--- src/logic/ast_pkg.sv ---
// Shared constants and types of the asynchronous serial transmitter
package ast_pkg;
    // Register byte offsets
    localparam int unsigned OFF_W          = 5;
    localparam logic [4:0]  OFF_TX_CTRL    = 5'h00;
    localparam logic [4:0]  OFF_RX_CTRL    = 5'h04;
    localparam logic [4:0]  OFF_BAUD_CTRL  = 5'h08;
    localparam logic [4:0]  OFF_BAUD_DIV   = 5'h0C;
    localparam logic [4:0]  OFF_TX_HOLD    = 5'h10;
    localparam logic [4:0]  OFF_IRQ_FLAGS  = 5'h14;
    localparam logic [4:0]  OFF_IRQ_ENABLE = 5'h18;
    // Field positions
    localparam int unsigned POS_TX_ENABLE  = 0;
    localparam int unsigned POS_SYNC_SEL   = 1;
    localparam int unsigned POS_NINE_BIT   = 2;
    localparam int unsigned POS_NINTH_DATA = 3;
    localparam int unsigned POS_SHIFT_EMPT = 4;
    localparam int unsigned POS_PORT_EN    = 7;
    localparam int unsigned POS_BRG16      = 3;
    localparam int unsigned POS_POLARITY   = 4;
    localparam int unsigned POS_EMPTY_FLAG = 0;
    localparam int unsigned POS_IRQ_EN     = 0;
    // Reset values
    localparam logic [15:0] DIV_RESET      = 16'h0000;
    localparam logic [8:0]  HOLD_RESET     = 9'h000;
    // Frame lengths in bit periods, start and stop included
    localparam logic [3:0]  FRAME_BITS_8   = 4'h0A;
    localparam logic [3:0]  FRAME_BITS_9   = 4'h0B;
    // Bus answers
    localparam logic [1:0]  RESP_OKAY      = 2'h0;
    localparam logic [1:0]  RESP_SLVERR    = 2'h2;

    // Software control bits
    typedef struct packed {
        logic serialPortEnable;
        logic txEnable;
        logic syncSelect;
        logic nineBit;
        logic ninthData;
        logic polarity;
        logic brg16;
        logic irqEnable;
    } ast_ctrl_t;

    localparam ast_ctrl_t CTRL_RESET = '0;

    typedef enum logic { SHIFT_IDLE, SHIFT_SEND } ast_shift_state_t;
endpackage

--- src/logic/ast_baud_gen.sv ---
// Bit period divider, 8-bit or 16-bit
`timescale 1ns/1ps
`default_nettype none
module ast_baud_gen #(
    parameter int unsigned DIV_WIDTH = 16
) (
    // Clock and reset
    input  wire logic                 clk,
    input  wire logic                 sys_rst,
    // Control
    input  wire logic                 restart,
    input  wire logic                 brg16,
    input  wire logic [DIV_WIDTH-1:0] divisor,
    // Tick at the end of each bit period
    output logic                      bitTick
);
    logic [DIV_WIDTH-1:0] count_reg;
    logic [DIV_WIDTH-1:0] count_next;
    logic [DIV_WIDTH-1:0] limit;

    // Eight-bit mode uses the low byte only
    assign limit = brg16 ? divisor : {{(DIV_WIDTH-8){1'b0}}, divisor[7:0]};
    assign bitTick = (count_reg == limit);
    assign count_next = (restart || bitTick) ? '0 : count_reg + 1'b1;

    always_ff @(posedge clk) begin
        if (sys_rst) begin
            count_reg <= '0;
        end else begin
            count_reg <= count_next;
        end
    end
endmodule
`default_nettype wire

--- src/logic/ast_tx_shifter.sv ---
// Transmit shift register with frame sequencing
`timescale 1ns/1ps
`default_nettype none
module ast_tx_shifter (
    // Clock and reset
    input  wire logic       clk,
    input  wire logic       sys_rst,
    input  wire logic       clear,
    // Load from the holding buffer
    input  wire logic       load,
    input  wire logic [8:0] loadData,
    input  wire logic       nineBit,
    // Bit timing
    input  wire logic       bitTick,
    // Line and status
    output logic            lineBit,
    output logic            busy
);
    ast_pkg::ast_shift_state_t state_reg;
    logic [10:0]               shift_reg;
    logic [3:0]                bitsLeft_reg;

    assign busy    = (state_reg == ast_pkg::SHIFT_SEND);
    assign lineBit = shift_reg[0];

    always_ff @(posedge clk) begin
        if (sys_rst || clear) begin
            state_reg    <= ast_pkg::SHIFT_IDLE;
            shift_reg    <= '1;
            bitsLeft_reg <= '0;
        end else begin
            case (state_reg)
                ast_pkg::SHIFT_IDLE: begin
                    if (load) begin
                        // Stop, optional ninth, data LSb first, start
                        shift_reg    <= {1'b1, nineBit ? loadData[8] : 1'b1,
                                         loadData[7:0], 1'b0};
                        bitsLeft_reg <= nineBit ? ast_pkg::FRAME_BITS_9
                                                : ast_pkg::FRAME_BITS_8;
                        state_reg    <= ast_pkg::SHIFT_SEND;
                    end
                end
                ast_pkg::SHIFT_SEND: begin
                    if (bitTick) begin
                        shift_reg    <= {1'b1, shift_reg[10:1]};
                        bitsLeft_reg <= bitsLeft_reg - 1'b1;
                        if (bitsLeft_reg == 4'h1) begin
                            state_reg <= ast_pkg::SHIFT_IDLE;
                        end
                    end
                end
                default: begin
                    state_reg <= ast_pkg::SHIFT_IDLE;
                end
            endcase
        end
    end
endmodule
`default_nettype wire

--- src/logic/ast_async_serial_transmitter.sv ---
// Asynchronous serial transmitter with AXI4-Lite register access
//
// Notes on behaviour
// - Line is NRZ and rests at mark between characters.
// - Frame: one start at space, eight or nine data, stop at mark.
// - Every bit stays one bit period on the line; a stop bit with a character waiting stays one clock longer.
// - Bit timing comes from a divider working as 8-bit or 16-bit.
// - Data bits leave least significant bit first.
// - Transmitter runs alone but shares format and rate with receiver.
// - No hardware parity; software supplies it as the ninth bit.
// - Shift register unreachable by software; loads only from holding buffer.
// - Sending needs transmit enable 1, synchronous select 0, port enable 1.
// - Port enable alone turns the transmit pin into a driven output.
// - Buffer-empty flag sets as soon as transmit enable is set.
// - Buffer write starts sending; an idle shifter takes it at once.
// - A waiting character moves over right after the previous stop bit.
// - Start, data and stop follow at once after each transfer.
// - Polarity bit resets to 0; 1 inverts idle level and data.
// - Polarity affects transmit data in asynchronous mode only.
// - Flag set unless shifter busy and another character waits.
// - Flag valid from the second cycle after a buffer write.
// - Flag is read-only; software cannot set or clear it.
// - Separate enable gates the request; flag shows emptiness regardless.
// - Port enable 0 holds the whole transmitter in reset.
`timescale 1ns/1ps
`default_nettype none
module ast_async_serial_transmitter #(
    parameter int unsigned DIV_WIDTH  = 16,
    parameter int unsigned ADDR_WIDTH = 8
) (
    // Clock and reset
    input  wire logic                  clk,
    input  wire logic                  sys_rst,
    // AXI4-Lite write address
    input  wire logic [ADDR_WIDTH-1:0] s_axi_awaddr,
    input  wire logic [2:0]            s_axi_awprot,
    input  wire logic                  s_axi_awvalid,
    output logic                       s_axi_awready,
    // AXI4-Lite write data
    input  wire logic [31:0]           s_axi_wdata,
    input  wire logic [3:0]            s_axi_wstrb,
    input  wire logic                  s_axi_wvalid,
    output logic                       s_axi_wready,
    // AXI4-Lite write response
    output logic [1:0]                 s_axi_bresp,
    output logic                       s_axi_bvalid,
    input  wire logic                  s_axi_bready,
    // AXI4-Lite read address
    input  wire logic [ADDR_WIDTH-1:0] s_axi_araddr,
    input  wire logic [2:0]            s_axi_arprot,
    input  wire logic                  s_axi_arvalid,
    output logic                       s_axi_arready,
    // AXI4-Lite read data
    output logic [31:0]                s_axi_rdata,
    output logic [1:0]                 s_axi_rresp,
    output logic                       s_axi_rvalid,
    input  wire logic                  s_axi_rready,
    // Transmit pin
    output logic                       txPinOut,
    output logic                       txPinOe,
    // Buffer-empty request
    output logic                       txIrqRequest
);
    localparam int unsigned OW = ast_pkg::OFF_W;

    // Parameter check
    generate
        if (ADDR_WIDTH < OW + 1 || ADDR_WIDTH > 32 || DIV_WIDTH != 16) begin : g_bad
            $error("ast_async_serial_transmitter: unsupported parameters");
        end
    endgenerate

    // Software state
    ast_pkg::ast_ctrl_t    ctrl_reg;
    ast_pkg::ast_ctrl_t    ctrl_next;
    logic [DIV_WIDTH-1:0]  div_reg;
    logic [DIV_WIDTH-1:0]  div_next;
    logic [8:0]            holdData_reg;
    logic [8:0]            holdData_next;
    logic                  holdFull_reg;
    logic                  holdFull_next;
    logic                  emptyFlag_reg;
    logic                  emptyFlag_next;
    logic                  txPin_reg;
    logic                  txPin_next;
    logic                  txOe_reg;
    logic                  irq_reg;

    // Bus state
    logic [ADDR_WIDTH-1:0] awAddr_reg;
    logic                  awHeld_reg;
    logic [31:0]           wData_reg;
    logic [3:0]            wStrb_reg;
    logic                  wHeld_reg;
    logic                  bValid_reg;
    logic [1:0]            bResp_reg;
    logic                  rValid_reg;
    logic [1:0]            rResp_reg;
    logic [31:0]           rData_reg;

    // Transmit path
    logic                  portOn;
    logic                  txActive;
    logic                  shiftBusy;
    logic                  lineBit;
    logic                  bitTick;
    logic                  loadShift;
    logic                  polarityUsed;

    // Enable conditions
    assign portOn   = ctrl_reg.serialPortEnable;
    assign txActive = portOn && ctrl_reg.txEnable && !ctrl_reg.syncSelect;

    // Transfer from holding buffer to shifter
    assign loadShift = txActive && holdFull_reg && !shiftBusy;

    // Write channel handshakes
    logic awTake;
    logic wTake;
    logic wrFire;
    assign awTake        = s_axi_awvalid && s_axi_awready;
    assign wTake         = s_axi_wvalid && s_axi_wready;
    assign s_axi_awready = !awHeld_reg && !bValid_reg;
    assign s_axi_wready  = !wHeld_reg && !bValid_reg;
    assign wrFire        = awHeld_reg && wHeld_reg && !bValid_reg;

    // Write decode
    logic             wrUpperZero;
    logic [OW-1:0]    wrOff;
    logic             wrTx;
    logic             wrRx;
    logic             wrBaud;
    logic             wrDiv;
    logic             wrHold;
    logic             wrFlags;
    logic             wrIrqEn;
    logic             wrHit;
    logic             lane0;
    logic             lane1;
    logic             wrOk;
    assign wrUpperZero = (awAddr_reg[ADDR_WIDTH-1:OW] == '0);
    assign wrOff       = awAddr_reg[OW-1:0];
    assign wrOk        = wrFire && wrUpperZero;
    assign wrTx        = wrOk && (wrOff == ast_pkg::OFF_TX_CTRL);
    assign wrRx        = wrOk && (wrOff == ast_pkg::OFF_RX_CTRL);
    assign wrBaud      = wrOk && (wrOff == ast_pkg::OFF_BAUD_CTRL);
    assign wrDiv       = wrOk && (wrOff == ast_pkg::OFF_BAUD_DIV);
    assign wrHold      = wrOk && (wrOff == ast_pkg::OFF_TX_HOLD);
    assign wrFlags     = wrOk && (wrOff == ast_pkg::OFF_IRQ_FLAGS);
    assign wrIrqEn     = wrOk && (wrOff == ast_pkg::OFF_IRQ_ENABLE);
    assign wrHit       = wrTx || wrRx || wrBaud || wrDiv || wrHold || wrFlags || wrIrqEn;
    assign lane0       = wStrb_reg[0];
    assign lane1       = wStrb_reg[1];

    // Control register updates
    always_comb begin
        ctrl_next = ctrl_reg;
        div_next  = div_reg;
        if (wrTx && lane0) begin
            ctrl_next.txEnable   = wData_reg[ast_pkg::POS_TX_ENABLE];
            ctrl_next.syncSelect = wData_reg[ast_pkg::POS_SYNC_SEL];
            ctrl_next.nineBit    = wData_reg[ast_pkg::POS_NINE_BIT];
            ctrl_next.ninthData  = wData_reg[ast_pkg::POS_NINTH_DATA];
        end
        if (wrRx && lane0) ctrl_next.serialPortEnable = wData_reg[ast_pkg::POS_PORT_EN];
        if (wrBaud && lane0) begin
            ctrl_next.polarity = wData_reg[ast_pkg::POS_POLARITY];
            ctrl_next.brg16    = wData_reg[ast_pkg::POS_BRG16];
        end
        if (wrIrqEn && lane0) ctrl_next.irqEnable = wData_reg[ast_pkg::POS_IRQ_EN];
        if (wrDiv && lane0) div_next[7:0] = wData_reg[7:0];
        if (wrDiv && lane1) div_next[15:8] = wData_reg[15:8];
    end

    // Holding buffer; a new write replaces a waiting character
    always_comb begin
        holdData_next = holdData_reg;
        holdFull_next = holdFull_reg;
        if (!txActive) begin
            holdFull_next = 1'b0;
        end else if (wrHold && lane0) begin
            holdData_next = {ctrl_reg.ninthData, wData_reg[7:0]};
            holdFull_next = 1'b1;
        end else if (loadShift) begin
            holdFull_next = 1'b0;
        end
    end

    // Buffer-empty flag follows enable, shifter and buffer state only
    assign emptyFlag_next = txActive && !(shiftBusy && holdFull_reg);

    // Pin level; polarity only in asynchronous mode
    assign polarityUsed = ctrl_reg.polarity && !ctrl_reg.syncSelect;
    assign txPin_next   = portOn ? (lineBit ^ polarityUsed) : 1'b1;

    always_ff @(posedge clk) begin
        if (sys_rst) begin
            ctrl_reg      <= ast_pkg::CTRL_RESET;
            div_reg       <= ast_pkg::DIV_RESET;
            holdData_reg  <= ast_pkg::HOLD_RESET;
            holdFull_reg  <= 1'b0;
            emptyFlag_reg <= 1'b0;
            txPin_reg     <= 1'b1;
            txOe_reg      <= 1'b0;
            irq_reg       <= 1'b0;
        end else begin
            ctrl_reg      <= ctrl_next;
            div_reg       <= div_next;
            holdData_reg  <= holdData_next;
            holdFull_reg  <= holdFull_next;
            emptyFlag_reg <= emptyFlag_next;
            txPin_reg     <= txPin_next;
            txOe_reg      <= portOn;
            irq_reg       <= emptyFlag_reg && ctrl_reg.irqEnable;
        end
    end

    // Bit timing, restarted at each frame
    ast_baud_gen #(
        .DIV_WIDTH (DIV_WIDTH)
    ) u_baud (
        .clk       (clk),
        .sys_rst   (sys_rst),
        .restart   (loadShift || !txActive),
        .brg16     (ctrl_reg.brg16),
        .divisor   (div_reg),
        .bitTick   (bitTick)
    );

    // Shift register; cleared whenever the transmitter is off
    ast_tx_shifter u_shift (
        .clk       (clk),
        .sys_rst   (sys_rst),
        .clear     (!txActive),
        .load      (loadShift),
        .loadData  (holdData_reg),
        .nineBit   (ctrl_reg.nineBit),
        .bitTick   (bitTick),
        .lineBit   (lineBit),
        .busy      (shiftBusy)
    );

    // Write channel capture and response
    always_ff @(posedge clk) begin
        if (sys_rst) begin
            awAddr_reg <= '0;
            awHeld_reg <= 1'b0;
            wData_reg  <= 32'h0000_0000;
            wStrb_reg  <= 4'h0;
            wHeld_reg  <= 1'b0;
            bValid_reg <= 1'b0;
            bResp_reg  <= ast_pkg::RESP_OKAY;
        end else begin
            if (awTake) begin
                awAddr_reg <= s_axi_awaddr;
                awHeld_reg <= 1'b1;
            end
            if (wTake) begin
                wData_reg <= s_axi_wdata;
                wStrb_reg <= s_axi_wstrb;
                wHeld_reg <= 1'b1;
            end
            if (wrFire) begin
                awHeld_reg <= 1'b0;
                wHeld_reg  <= 1'b0;
                bValid_reg <= 1'b1;
                bResp_reg  <= wrHit ? ast_pkg::RESP_OKAY : ast_pkg::RESP_SLVERR;
            end else if (bValid_reg && s_axi_bready) begin
                bValid_reg <= 1'b0;
            end
        end
    end

    // Read decode
    logic          arTake;
    logic          rdUpperZero;
    logic [OW-1:0] rdOff;
    logic [31:0]   rdTx;
    logic [31:0]   rdRx;
    logic [31:0]   rdBaud;
    logic [31:0]   rdFlags;
    logic [31:0]   rdIrqEn;
    logic [31:0]   rdMux;
    logic          rdHit;
    assign arTake        = s_axi_arvalid && s_axi_arready;
    assign s_axi_arready = !rValid_reg;
    assign rdUpperZero   = (s_axi_araddr[ADDR_WIDTH-1:OW] == '0);
    assign rdOff         = s_axi_araddr[OW-1:0];
    assign rdTx    = (32'(ctrl_reg.txEnable)   << ast_pkg::POS_TX_ENABLE)
                   | (32'(ctrl_reg.syncSelect) << ast_pkg::POS_SYNC_SEL)
                   | (32'(ctrl_reg.nineBit)    << ast_pkg::POS_NINE_BIT)
                   | (32'(ctrl_reg.ninthData)  << ast_pkg::POS_NINTH_DATA)
                   | (32'(!shiftBusy)          << ast_pkg::POS_SHIFT_EMPT);
    assign rdRx    = 32'(ctrl_reg.serialPortEnable) << ast_pkg::POS_PORT_EN;
    assign rdBaud  = (32'(ctrl_reg.polarity) << ast_pkg::POS_POLARITY)
                   | (32'(ctrl_reg.brg16)    << ast_pkg::POS_BRG16);
    assign rdFlags = 32'(emptyFlag_reg) << ast_pkg::POS_EMPTY_FLAG;
    assign rdIrqEn = 32'(ctrl_reg.irqEnable) << ast_pkg::POS_IRQ_EN;

    // Holding buffer reads as zero; shift register has no address
    always_comb begin
        rdMux = 32'h0000_0000;
        rdHit = rdUpperZero;
        case (rdOff)
            ast_pkg::OFF_TX_CTRL: rdMux = rdTx;
            ast_pkg::OFF_RX_CTRL: rdMux = rdRx;
            ast_pkg::OFF_BAUD_CTRL: rdMux = rdBaud;
            ast_pkg::OFF_BAUD_DIV: rdMux = 32'(div_reg);
            ast_pkg::OFF_TX_HOLD: rdMux = 32'h0000_0000;
            ast_pkg::OFF_IRQ_FLAGS: rdMux = rdFlags;
            ast_pkg::OFF_IRQ_ENABLE: rdMux = rdIrqEn;
            default: rdHit = 1'b0;
        endcase
        if (!rdUpperZero) begin
            rdMux = 32'h0000_0000;
        end
    end

    // Read channel
    always_ff @(posedge clk) begin
        if (sys_rst) begin
            rValid_reg <= 1'b0;
            rResp_reg  <= ast_pkg::RESP_OKAY;
            rData_reg  <= 32'h0000_0000;
        end else if (arTake) begin
            rValid_reg <= 1'b1;
            rResp_reg  <= rdHit ? ast_pkg::RESP_OKAY : ast_pkg::RESP_SLVERR;
            rData_reg  <= rdHit ? rdMux : 32'h0000_0000;
        end else if (rValid_reg && s_axi_rready) begin
            rValid_reg <= 1'b0;
        end
    end

    // Outputs
    assign s_axi_bvalid = bValid_reg;
    assign s_axi_bresp  = bResp_reg;
    assign s_axi_rvalid = rValid_reg;
    assign s_axi_rresp  = rResp_reg;
    assign s_axi_rdata  = rData_reg;
    assign txPinOut     = txPin_reg;
    assign txPinOe      = txOe_reg;
    assign txIrqRequest = irq_reg;
endmodule
`default_nettype wire

--- config.mk ---
export PLATFORM = sky130hd
export DESIGN_NAME = ast_async_serial_transmitter
export DESIGN_NICKNAME = d
export VERILOG_FILES = /design/src/logic/ast_pkg.sv /design/src/logic/ast_baud_gen.sv /design/src/logic/ast_tx_shifter.sv /design/src/logic/ast_async_serial_transmitter.sv
export SDC_FILE = /design/constraint.sdc
export NUM_CORES = 1
export LEC_CHECK = 0
export BUFFER_PORTS_ARGS = -buffer_cell sky130_fd_sc_hd__buf_2
export CAP_MARGIN = 20
export CORE_MARGIN = 1
export CORE_UTILIZATION = 25
export DETAILED_ROUTE_END_ITERATION = 16
export SLEW_MARGIN = 20
export SYNTH_ARGS = -nofsm -noshare
export SYNTH_HDL_FRONTEND = slang
export SYNTH_SLANG_ARGS = --single-unit
--- constraint.sdc ---
create_clock -name clk -period 2.48 [get_ports clk]
set_input_delay 0.372 -clock clk [delete_from_list [all_inputs] [get_ports clk]]
set_output_delay 0.372 -clock clk [all_outputs]
set_load 0.02 [all_outputs]
-- Word-level counts from Yosys, hierarchy flattened
Cells that the tools add are included.
- bits in registers: 136
- bits of input ports: 65
- output and inout bits: 44
- logic and storage cells: 145
- add/subtract/negate cells: 2
- equality and inequality tests: 16
- multiplexer cells: 25
- bitwise operators: 9
- reduce and logical (&&, ||, !) cells: 63
- operator list (cell ; count):
    16-bit one-hot mux with 6 select lines ; 1
    32-bit two-way mux ; 2
    1-bit logical AND ; 32
    5-bit == test (second input constant) ; 6
    11-bit two-way mux ; 2
    11-bit one-hot mux with 2 select lines ; 1
    5-bit by 4-bit == test with 1-bit output (second input constant) ; 4
    16-bit by 1-bit adder with 16-bit output (second input constant) ; 1
    16-bit == test ; 1
    16-bit two-way mux ; 1
    1-bit two-way mux ; 12
    5-bit by 3-bit == test with 1-bit output (second input constant) ; 2
    5-bit logical NOT ; 2
    1-bit logical OR ; 9
    1-bit logical NOT ; 8
    4-bit two-way mux ; 2
    4-bit one-hot mux with 2 select lines ; 1
    2-bit OR reduction ; 4
    7-bit OR reduction ; 1
    3-bit logical NOT ; 2
    2-bit nonzero test ; 3
    4-bit by 5-bit OR with 5-bit output ; 1
    5-bit by 4-bit OR with 5-bit output ; 1
    4-bit by 1-bit == test with 1-bit output (second input constant) ; 1
    10 further kinds ; 15

-- Depth between registers and ports, before layout
Gate-level depths: netlist of the first run.
- depth after elaboration: 11
- mapped depth: 8
- mapped depth without buffers: 6

-- Cells and area by module
A second synthesis of the first run with hierarchy kept.
- cell total of the unflattened synthesis: 566
- area, all modules: 5555.3 um2
- by module, submodules not included (module ; instances ; cells each ; area an instance (um2)):
    ast_async_serial_transmitter ; 1 ; 368 ; 3723.6
    ast_baud_gen ; 1 ; 114 ; 1097.3
    ast_tx_shifter ; 1 ; 84 ; 734.5

-- Least setup slack after synthesis of the first run
No wires, ideal clock.
- path type: register -> register
- from: register awAddr_reg[0]
- to: register ctrl_reg[3] (netlist name)
- library setup time: 0.128 ns
- data arrival time: 1.800 ns
- required time: 2.352 ns
- slack: 0.552 ns
- cell stages (with the launch flop): 8
- clock period less this slack: 1.928 ns
- cell sequence: dfxtp_1 or4_4 nor4_4 and2b_1 and2b_1 buf_4 mux2i_1 nor2_1
- word-level cells in the longest chain between the ends: 3
- RTL lines (element ; RTL line ; text):
    from (decl) ; ast_async_serial_transmitter.sv:90 ; logic [ADDR_WIDTH-1:0] awAddr_reg;
    from (signal assigned) ; ast_async_serial_transmitter.sv:255 ; awAddr_reg <= s_axi_awaddr;
    5-bit logical NOT ; ast_async_serial_transmitter.sv:144 ; assign wrTx = wrOk && (wrOff == ast_pkg::OFF_TX_CTRL);
    1-bit logical AND ; ast_async_serial_transmitter.sv:144 ;
    1-bit logical AND ; ast_async_serial_transmitter.sv:159 ; if (wrTx && lane0) begin
    to (signal assigned) ; ast_async_serial_transmitter.sv:198 ; ctrl_reg <= ast_pkg::CTRL_RESET;
    to (signal assigned) ; ast_async_serial_transmitter.sv:207 ; ctrl_reg <= ctrl_next;
    to (decl) ; ast_async_serial_transmitter.sv:74 ; ast_pkg::ast_ctrl_t ctrl_reg;
Every way passes these cells.
A chain may end at the register's enable or synchronous reset.

-- Worst setup path after layout of the first run
Ends and elaborated chain as after synthesis.

==> qor.csv, run 1 <==
stage;metric;value;unit
setup_path;cpPeakStageDelay;550;ps
floorplan;fp.dieW;144;microns
detailed_routing;vias;4088;
setup_path;rrSetupSlack;330;ps
global_route;grt_max_degree;83;
timing;tns;0;ps
worst_hold_path;worstHoldStart;s_axi_wdata[13];
floorplan;start_util;0.257;
setup_path;critPathKind;flop to flop;
timing;finClkSkew;12.6;ps
clock_network;post_cts_resize_count;0;
worst_hold_path;hold-path-cell-count;3;
setup_path;timing.critical_path.buf_inv;0;
setup_path;crit_path_max_fanout;5;
cells_and_area;syn2layout_area_growth;22.7;%
setup_path;worstReg2RegStart;awAddr_reg[0];
setup_path;crit_path_start_kind;flop;
flow_run;max-cap-violations;0;
pwr;p_leak;2.50;nW
synthesis;synth_area;5050;sq um
global_route;grt_pass1_wl;19.7;mm
setup_path;r2r_end;ctrl_reg[3];
timing;max_clock_freq;465;MHz
global_route;grt_overflow;0;
status;outcome;finished, final reports clean;
setup_path;cp_common_cell;and2b_1;
cells_and_area;fin_area;6190;sq um
global_route;grt_antenna_before_repair;0;
place;hpwl;8.71;mm
floorplan;die_h;144;microns
worst_hold_path;holdPathEnd;wData_reg[13];
floorplan;num_rows;51;
setup_path;worstPathArrival;2420;ps
place;postPlaceCellArea;5630;sq um
timing;grt_setup_unrepaired;no;
synthesis;ys.flop_type;dfxtp_1;
timing;fin_crit;2150;ps
setup_path;reg2reg_depth;6;
detailed_routing;drcViolationCount;0;
global_route;grt_pass1_vias;3729;
timing;hold_viol_final;0;
cells_and_area;antennaDiodeCount;0;
pwr;ir_drop;0.000459;V
place;gp_congestion;0.780;
setup_path;cp_cell_sequence;or4_4 > nor4_4 > and2b_1 > and2b_1 > mux2i_1 > nor2_1;
place;io_buffers;66;
global_route;grt_usage;0.125;
detailed_routing;detail_route.first_pass.iterations;4;
setup_path;endpoint_kind;flop;
clock_network;cts_tree;built;
synthesis;syn_inst;581;
synthesis;synth_edf_count;0;
timing;worstMarginPinSlew;874;ps
timing;finalSetupViolations;0;
worst_hold_path;hold_path.class;primary input to flop;
synthesis;synth_seq_cells;117;
timing;relSlewSlack;0.418;
detailed_routing;via_per_inst;4.41;
timing;timing.final.max_slew_violations;0;
synthesis;synthDistinctLibCells;49;
floorplan;die-area;20800;sq um
floorplan;io_pins;109;
detailed_routing;drt_iter0_drc;192;
clock_network;hold_buffers;0;
clock_network;cts_buffers;17;
clock_network;cts.htree.levels;4;
cells_and_area;drive_above_1_share;0.178;
cells_and_area;num-nets-final;720;
clock_network;clock_sinks;117;
synthesis;yosys_warnings;0;
synthesis;ys_seq_area_frac;0.464;
cells_and_area;layout_commonest_cell;dfxtp_1;
cells_and_area;mostFrequentLayoutCells;dfxtp_1 (117), nor2_1 (86), nand2_1 (74), buf_2 (66), a21oi_1 (54);
floorplan;core-area;19700;sq um
setup_path;critPathRequiredTime;2750;ps
clock_network;path_clk_slew;60;ps
detailed_routing;routed_wl;12.3;mm
detailed_routing;wl_per_cell;13.3;microns
pwr;power.total;4.49;mW
clock_network;insertion_delay;410;ps
setup_path;critPathSlowestCell;or4_4;
setup_path;cp_top_family;simple AND/OR/NAND/NOR gates;
timing;fin_crit_sh;0.868;
clock_network;postCtsSetupBuffers;0;
clock_network;clock_tree.root_cell;clkbuf_16;
clock_network;clock_tree.buffer_depth;2;
synthesis;synth.avg_cell_area;8.69;sq um
detailed_routing;ant_nets;0;
synthesis;synthArstFlopShare;0;
pwr;p_per_area;725;nW/um^2
-- synthesized netlist by cell type (3+ instances only) --
cell,n,area (sq um)
nor2b_1,4,25.0
mux2_2,3,33.8
ha_1,3,37.5
nand2b_1,6,37.5
a21oi_1,54,270
inv_1,10,37.5
o21ai_0,6,30.0
buf_4,19,143
and3_1,5,31.3
nor2_1,86,323
nand3b_1,4,30.0
nand4_1,10,62.6
nand3_1,17,85.1
xor2_1,9,78.8
a22oi_1,18,135
clkbuf_1,22,82.6
a31oi_1,3,18.8
mux2i_1,40,400
xnor2_1,18,158
nor3_1,3,15.0
buf_2,5,25.0
a22o_1,5,43.8
nor4bb_1,3,30.0
dfxtp_1,117,2340
nand2_1,74,278
or3_1,3,18.8
and2_1,5,31.3
-- metal layers --
| metal | global-route usage | vias to the layer above | wire, microns |
|---|---|---|---|
| li1 | - | 2097 | - |
| met1 | 0.175 | 1892 | 6340 |
| met2 | 0.184 | 87 | 5380 |
| met3 | 0.0344 | 12 | 431 |
| met4 | 0.0431 | 0 | 136 |
| met5 | 0 | - | 0 |
-- metrics by stage --
stage / instances / util / hold slack, ps / setup slack (ps)
after detailed placement: 898 / 0.287 / 447 / 287
after global placement: 898 / 0.287 / 443 / 286
final: 927 / 0.315 / 195 / 328
after floorplan: 598 / - / 417 / 552
after global routing: 927 / 0.315 / 209 / 116
after CTS: 927 / 0.315 / 183 / 325
-- worst register-to-register path: stages, from the launching register on --
cell	delay (ps)
dfxtp_1	310
or4_4	550
nor4_4	370
and2b_1	230
and2b_1	270
mux2i_1	230
nor2_1	50
-- worst max-delay path by stage --
stage	startpoint	cells past startpoint	end	slack, ps
after floorplan	awAddr_reg[0]	7	ctrl_reg[3]	550
after global routing	awAddr_reg[0]	6	ctrl_reg[3]	120
after CTS	awAddr_reg[0]	6	ctrl_reg[3]	320
final	awAddr_reg[0]	6	ctrl_reg[3]	330
after detailed placement	s_axi_araddr[1]	7	s_axi_rdata[8]	290
after global placement	s_axi_araddr[1]	7	s_axi_rdata[9]	290
-- cells by family after synthesis --
group	count (synthesis)	synth area share
compound gates	98	0.119
xor+xnor	27	0.0469
fa+ha+maj	3	0.00744
buf+inv	58	0.0600
flops	117	0.464
mux	43	0.0860
other cells	1	0.000743
simple gates	234	0.216
-- power breakdown --
group / internal [mW] / switching [mW]
Clock: 1.53 / 0.792
Combinational: 0.0698 / 0.142
Sequential: 1.92 / 0.0345
Total: 3.52 / 0.968
-- final cells by class --
class,count,area [sq um]
fill,2125,13500
clock inverter,5,75.1
timing repair buffer,83,458
tap,265,332
sequential,117,2340
clock buffer,24,482
multi-input combinational,423,2460
inverter,10,37.5
(Power assumes the default switching activity.)
==> run 2, diff against run 1 <==
- CORE_UTILIZATION: 25 -> 45
- CTS_CLUSTER_DIAMETER: default -> 200
- PLACE_DENSITY: default -> 0.68
- RECOVER_POWER: default -> 100
==> qor.csv, run 2 (synthesis results as in run 1) <==
stage;metric;value;unit;change
place;hpwl;8.19;mm;-6.0%
global_route;grt_antenna_before_repair;0;;unchanged
setup_path;endpoint_kind;flop;;
timing;finalSetupViolations;0;;unchanged
timing;relSlewSlack;-0.0520;;-0.470
cells_and_area;mostFrequentLayoutCells;dfxtp_1 (116), nor2_1 (86), nand2_1 (74), a21oi_1 (54), mux2i_1 (40);;
floorplan;num_rows;38;;-25%
setup_path;cp_cell_sequence;or4_1 > nor4_4 > and2b_1 > and2b_1 > mux2i_1 > nor2_1;;
timing;finClkSkew;9.38;ps;-3.18 ps
pwr;p_clk_frac;0.526;;+0.008
floorplan;die_h;108;microns;-25%
pwr;combPwrFrac;0.045;;-0.002
setup_path;critPathSlowestCell;or4_1;;
setup_path;critPathRequiredTime;2820;ps;+70 ps
setup_path;timing.critical_path.buf_inv;0;;unchanged
global_route;grt_usage;0.219;;+0.0933
detailed_routing;via_per_inst;5.25;;+19%
pwr;switching_share;0.234;;+0.0189
floorplan;start_util;0.463;;+0.207
cells_and_area;drive_above_1_share;0.137;;-0.0417
setup_path;cp_common_cell;and2b_1;;
cells_and_area;seqCellArea;2340;sq um;about the same
place;gp_congestion;0.804;;+3.1%
setup_path;critPathKind;flop to flop;;
worst_hold_path;hold_path.class;primary input to flop;;
setup_path;path_depth;6;;unchanged
timing;fin_crit;2230;ps;+79.9 ps
setup_path;worstReg2RegStart;awAddr_reg[0];;
setup_path;reg2reg_depth;6;;unchanged
timing;tns;0;ps;unchanged
timing;worstMarginPinSlew;1580;ps;+704 ps
pwr;ir_drop;0.000548;V;+19%
place;io_buffers;66;;unchanged
cells_and_area;multi_input_area;2460;sq um;-0.15%
clock_network;clock_tree.buffer_depth;2;;unchanged
pwr;p_sw;1.07;mW;+10%
clock_network;postCtsSetupBuffers;0;;unchanged
setup_path;cpPeakStageDelay;600;ps;+50 ps
worst_hold_path;worstHoldStart;s_axi_wdata[10];;
detailed_routing;drcViolationCount;0;;unchanged
floorplan;die-area;11600;sq um;-44%
status;violations;max-capacitance violations, max-slew violations;;
pwr;power.total;4.55;mW;+1.2%
timing;max_clock_freq;448;MHz;-3.6%
status;outcome;finished with violations;;
detailed_routing;drt_iter0_drc;171;;-11%
floorplan;core-area;10900;sq um;-45%
clock_network;path_clk_slew;60;ps;about the same
timing;hold_viol_final;0;;unchanged
cells_and_area;syn2layout_area_growth;18.4;%;
detailed_routing;vias;4193;;+2.6%
timing;fin_crit_sh;0.900;;+0.0322
cells_and_area;antennaDiodeCount;0;;unchanged
cells_and_area;num-nets-final;714;;-0.83%
clock_network;insertion_delay;510;ps;+100 ps
pwr;p_per_area;761;nW/um^2;+4.9%
setup_path;crit_path_start_kind;flop;;
clock_network;clock_sinks;117;;unchanged
clock_network;cts_tree;built;;
global_route;grt_pass1_vias;4040;;+8.3%
timing;grt_setup_unrepaired;no;;
setup_path;cp_top_family;simple AND/OR/NAND/NOR gates;;
global_route;grt_max_degree;83;;unchanged
cells_and_area;layout_commonest_cell;dfxtp_1;;
detailed_routing;detail_route.first_pass.iterations;4;;unchanged
clock_network;cts_buffers;17;;unchanged
cells_and_area;fin_util;0.549;;+0.234
global_route;grt_overflow;0;;unchanged
clock_network;cts.htree.levels;4;;unchanged
detailed_routing;wl_per_cell;14.7;microns;+11%
pwr;p_leak;2.36;nW;-5.5%
floorplan;io_pins;109;;unchanged
cells_and_area;num-fill-cells;1005;;-53%
pwr;p_int;3.48;mW;-1.2%
detailed_routing;routed_wl;11.8;mm;-4.1%
setup_path;crit_path_max_fanout;5;;unchanged
pwr;seqPwrFrac;0.429;;-0.006
setup_path;crit_start;awAddr_reg[0];;
clock_network;hold_buffers;0;;unchanged
global_route;grt_pass1_wl;19.5;mm;-1.2%
floorplan;fp.dieW;108;microns;-25%
flow_run;max-cap-violations;1;;+1
setup_path;worstPathArrival;2570;ps;+150 ps
clock_network;clock_tree.root_cell;clkbuf_8;;
detailed_routing;ant_nets;0;;unchanged
timing;timing.final.max_slew_violations;83;;+83
worst_hold_path;hold-path-cell-count;3;;unchanged
[run 2: layer usage]
| layer | wire (microns) | vias to the layer above | GRT usage | share of wire |
|---|---|---|---|---|
| met1 | 5370 | 1973 | 0.273 | 0.46 |
| met3 | 496 | 14 | 0.0569 | 0.042 |
| met4 | 187 | 0 | 0.0714 | 0.016 |
| met2 | 5730 | 111 | 0.365 | 0.49 |
| li1 | - | 2095 | - | - |
| met5 | 0 | - | 0 | 0 |
[run 2: repair_timing]
action,4_1_cts,5_1_grt
resized for setup,0,1
endpoints found under the hold margin,0,0
endpoints found under the setup margin,0,2
[run 2: power groups by stage]
stage / Clock, mW / Combinational (mW) / Sequential, mW
2_1_floorplan: 0 / 0.160 / 1.98
3_3_place_gp: 0 / 0.202 / 1.99
3_5_place_dp: 0 / 0.208 / 1.99
4_1_cts: 2.42 / 0.210 / 1.95
5_1_grt: 2.52 / 0.229 / 1.96
6_report: 2.39 / 0.203 / 1.95
[run 2: tightest hold or removal path, cell delays in order]
cell and delay, ps:
buf_2 90, nand2_1 40, a21oi_1 50
[run 2: worst paths after layout]
kind,endpoint,slack [ps]
worst min register to register,awAddr_reg[6],450
worst min-delay path,wData_reg[10],90
worst max-delay path,ctrl_reg[5],250
worst max register to register,ctrl_reg[5],250
[run 2: per-stage QoR]
stage,hold slack [ps],setup WS [ps],cell area (sq um),cells
2_1_floorplan,417,552,5110,598
3_3_place_gp,445,207,5430,767
3_5_place_dp,452,133,5430,767
4_1_cts,76.2,121,6020,799
5_1_grt,79.0,48.9,5970,799
6_report,91.9,248,5970,799
[run 2: layout make-up]
| cell class | count | area share |
|---|---|---|
| clock inverters | 12 | 0.0241 |
| clock buffers | 20 | 0.0746 |
| multi-input cells | 423 | 0.412 |
| repair buffers | 77 | 0.0616 |
| well taps | 140 | 0.0293 |
| flip-flops and latches | 117 | 0.392 |
| inverters | 10 | 0.00628 |
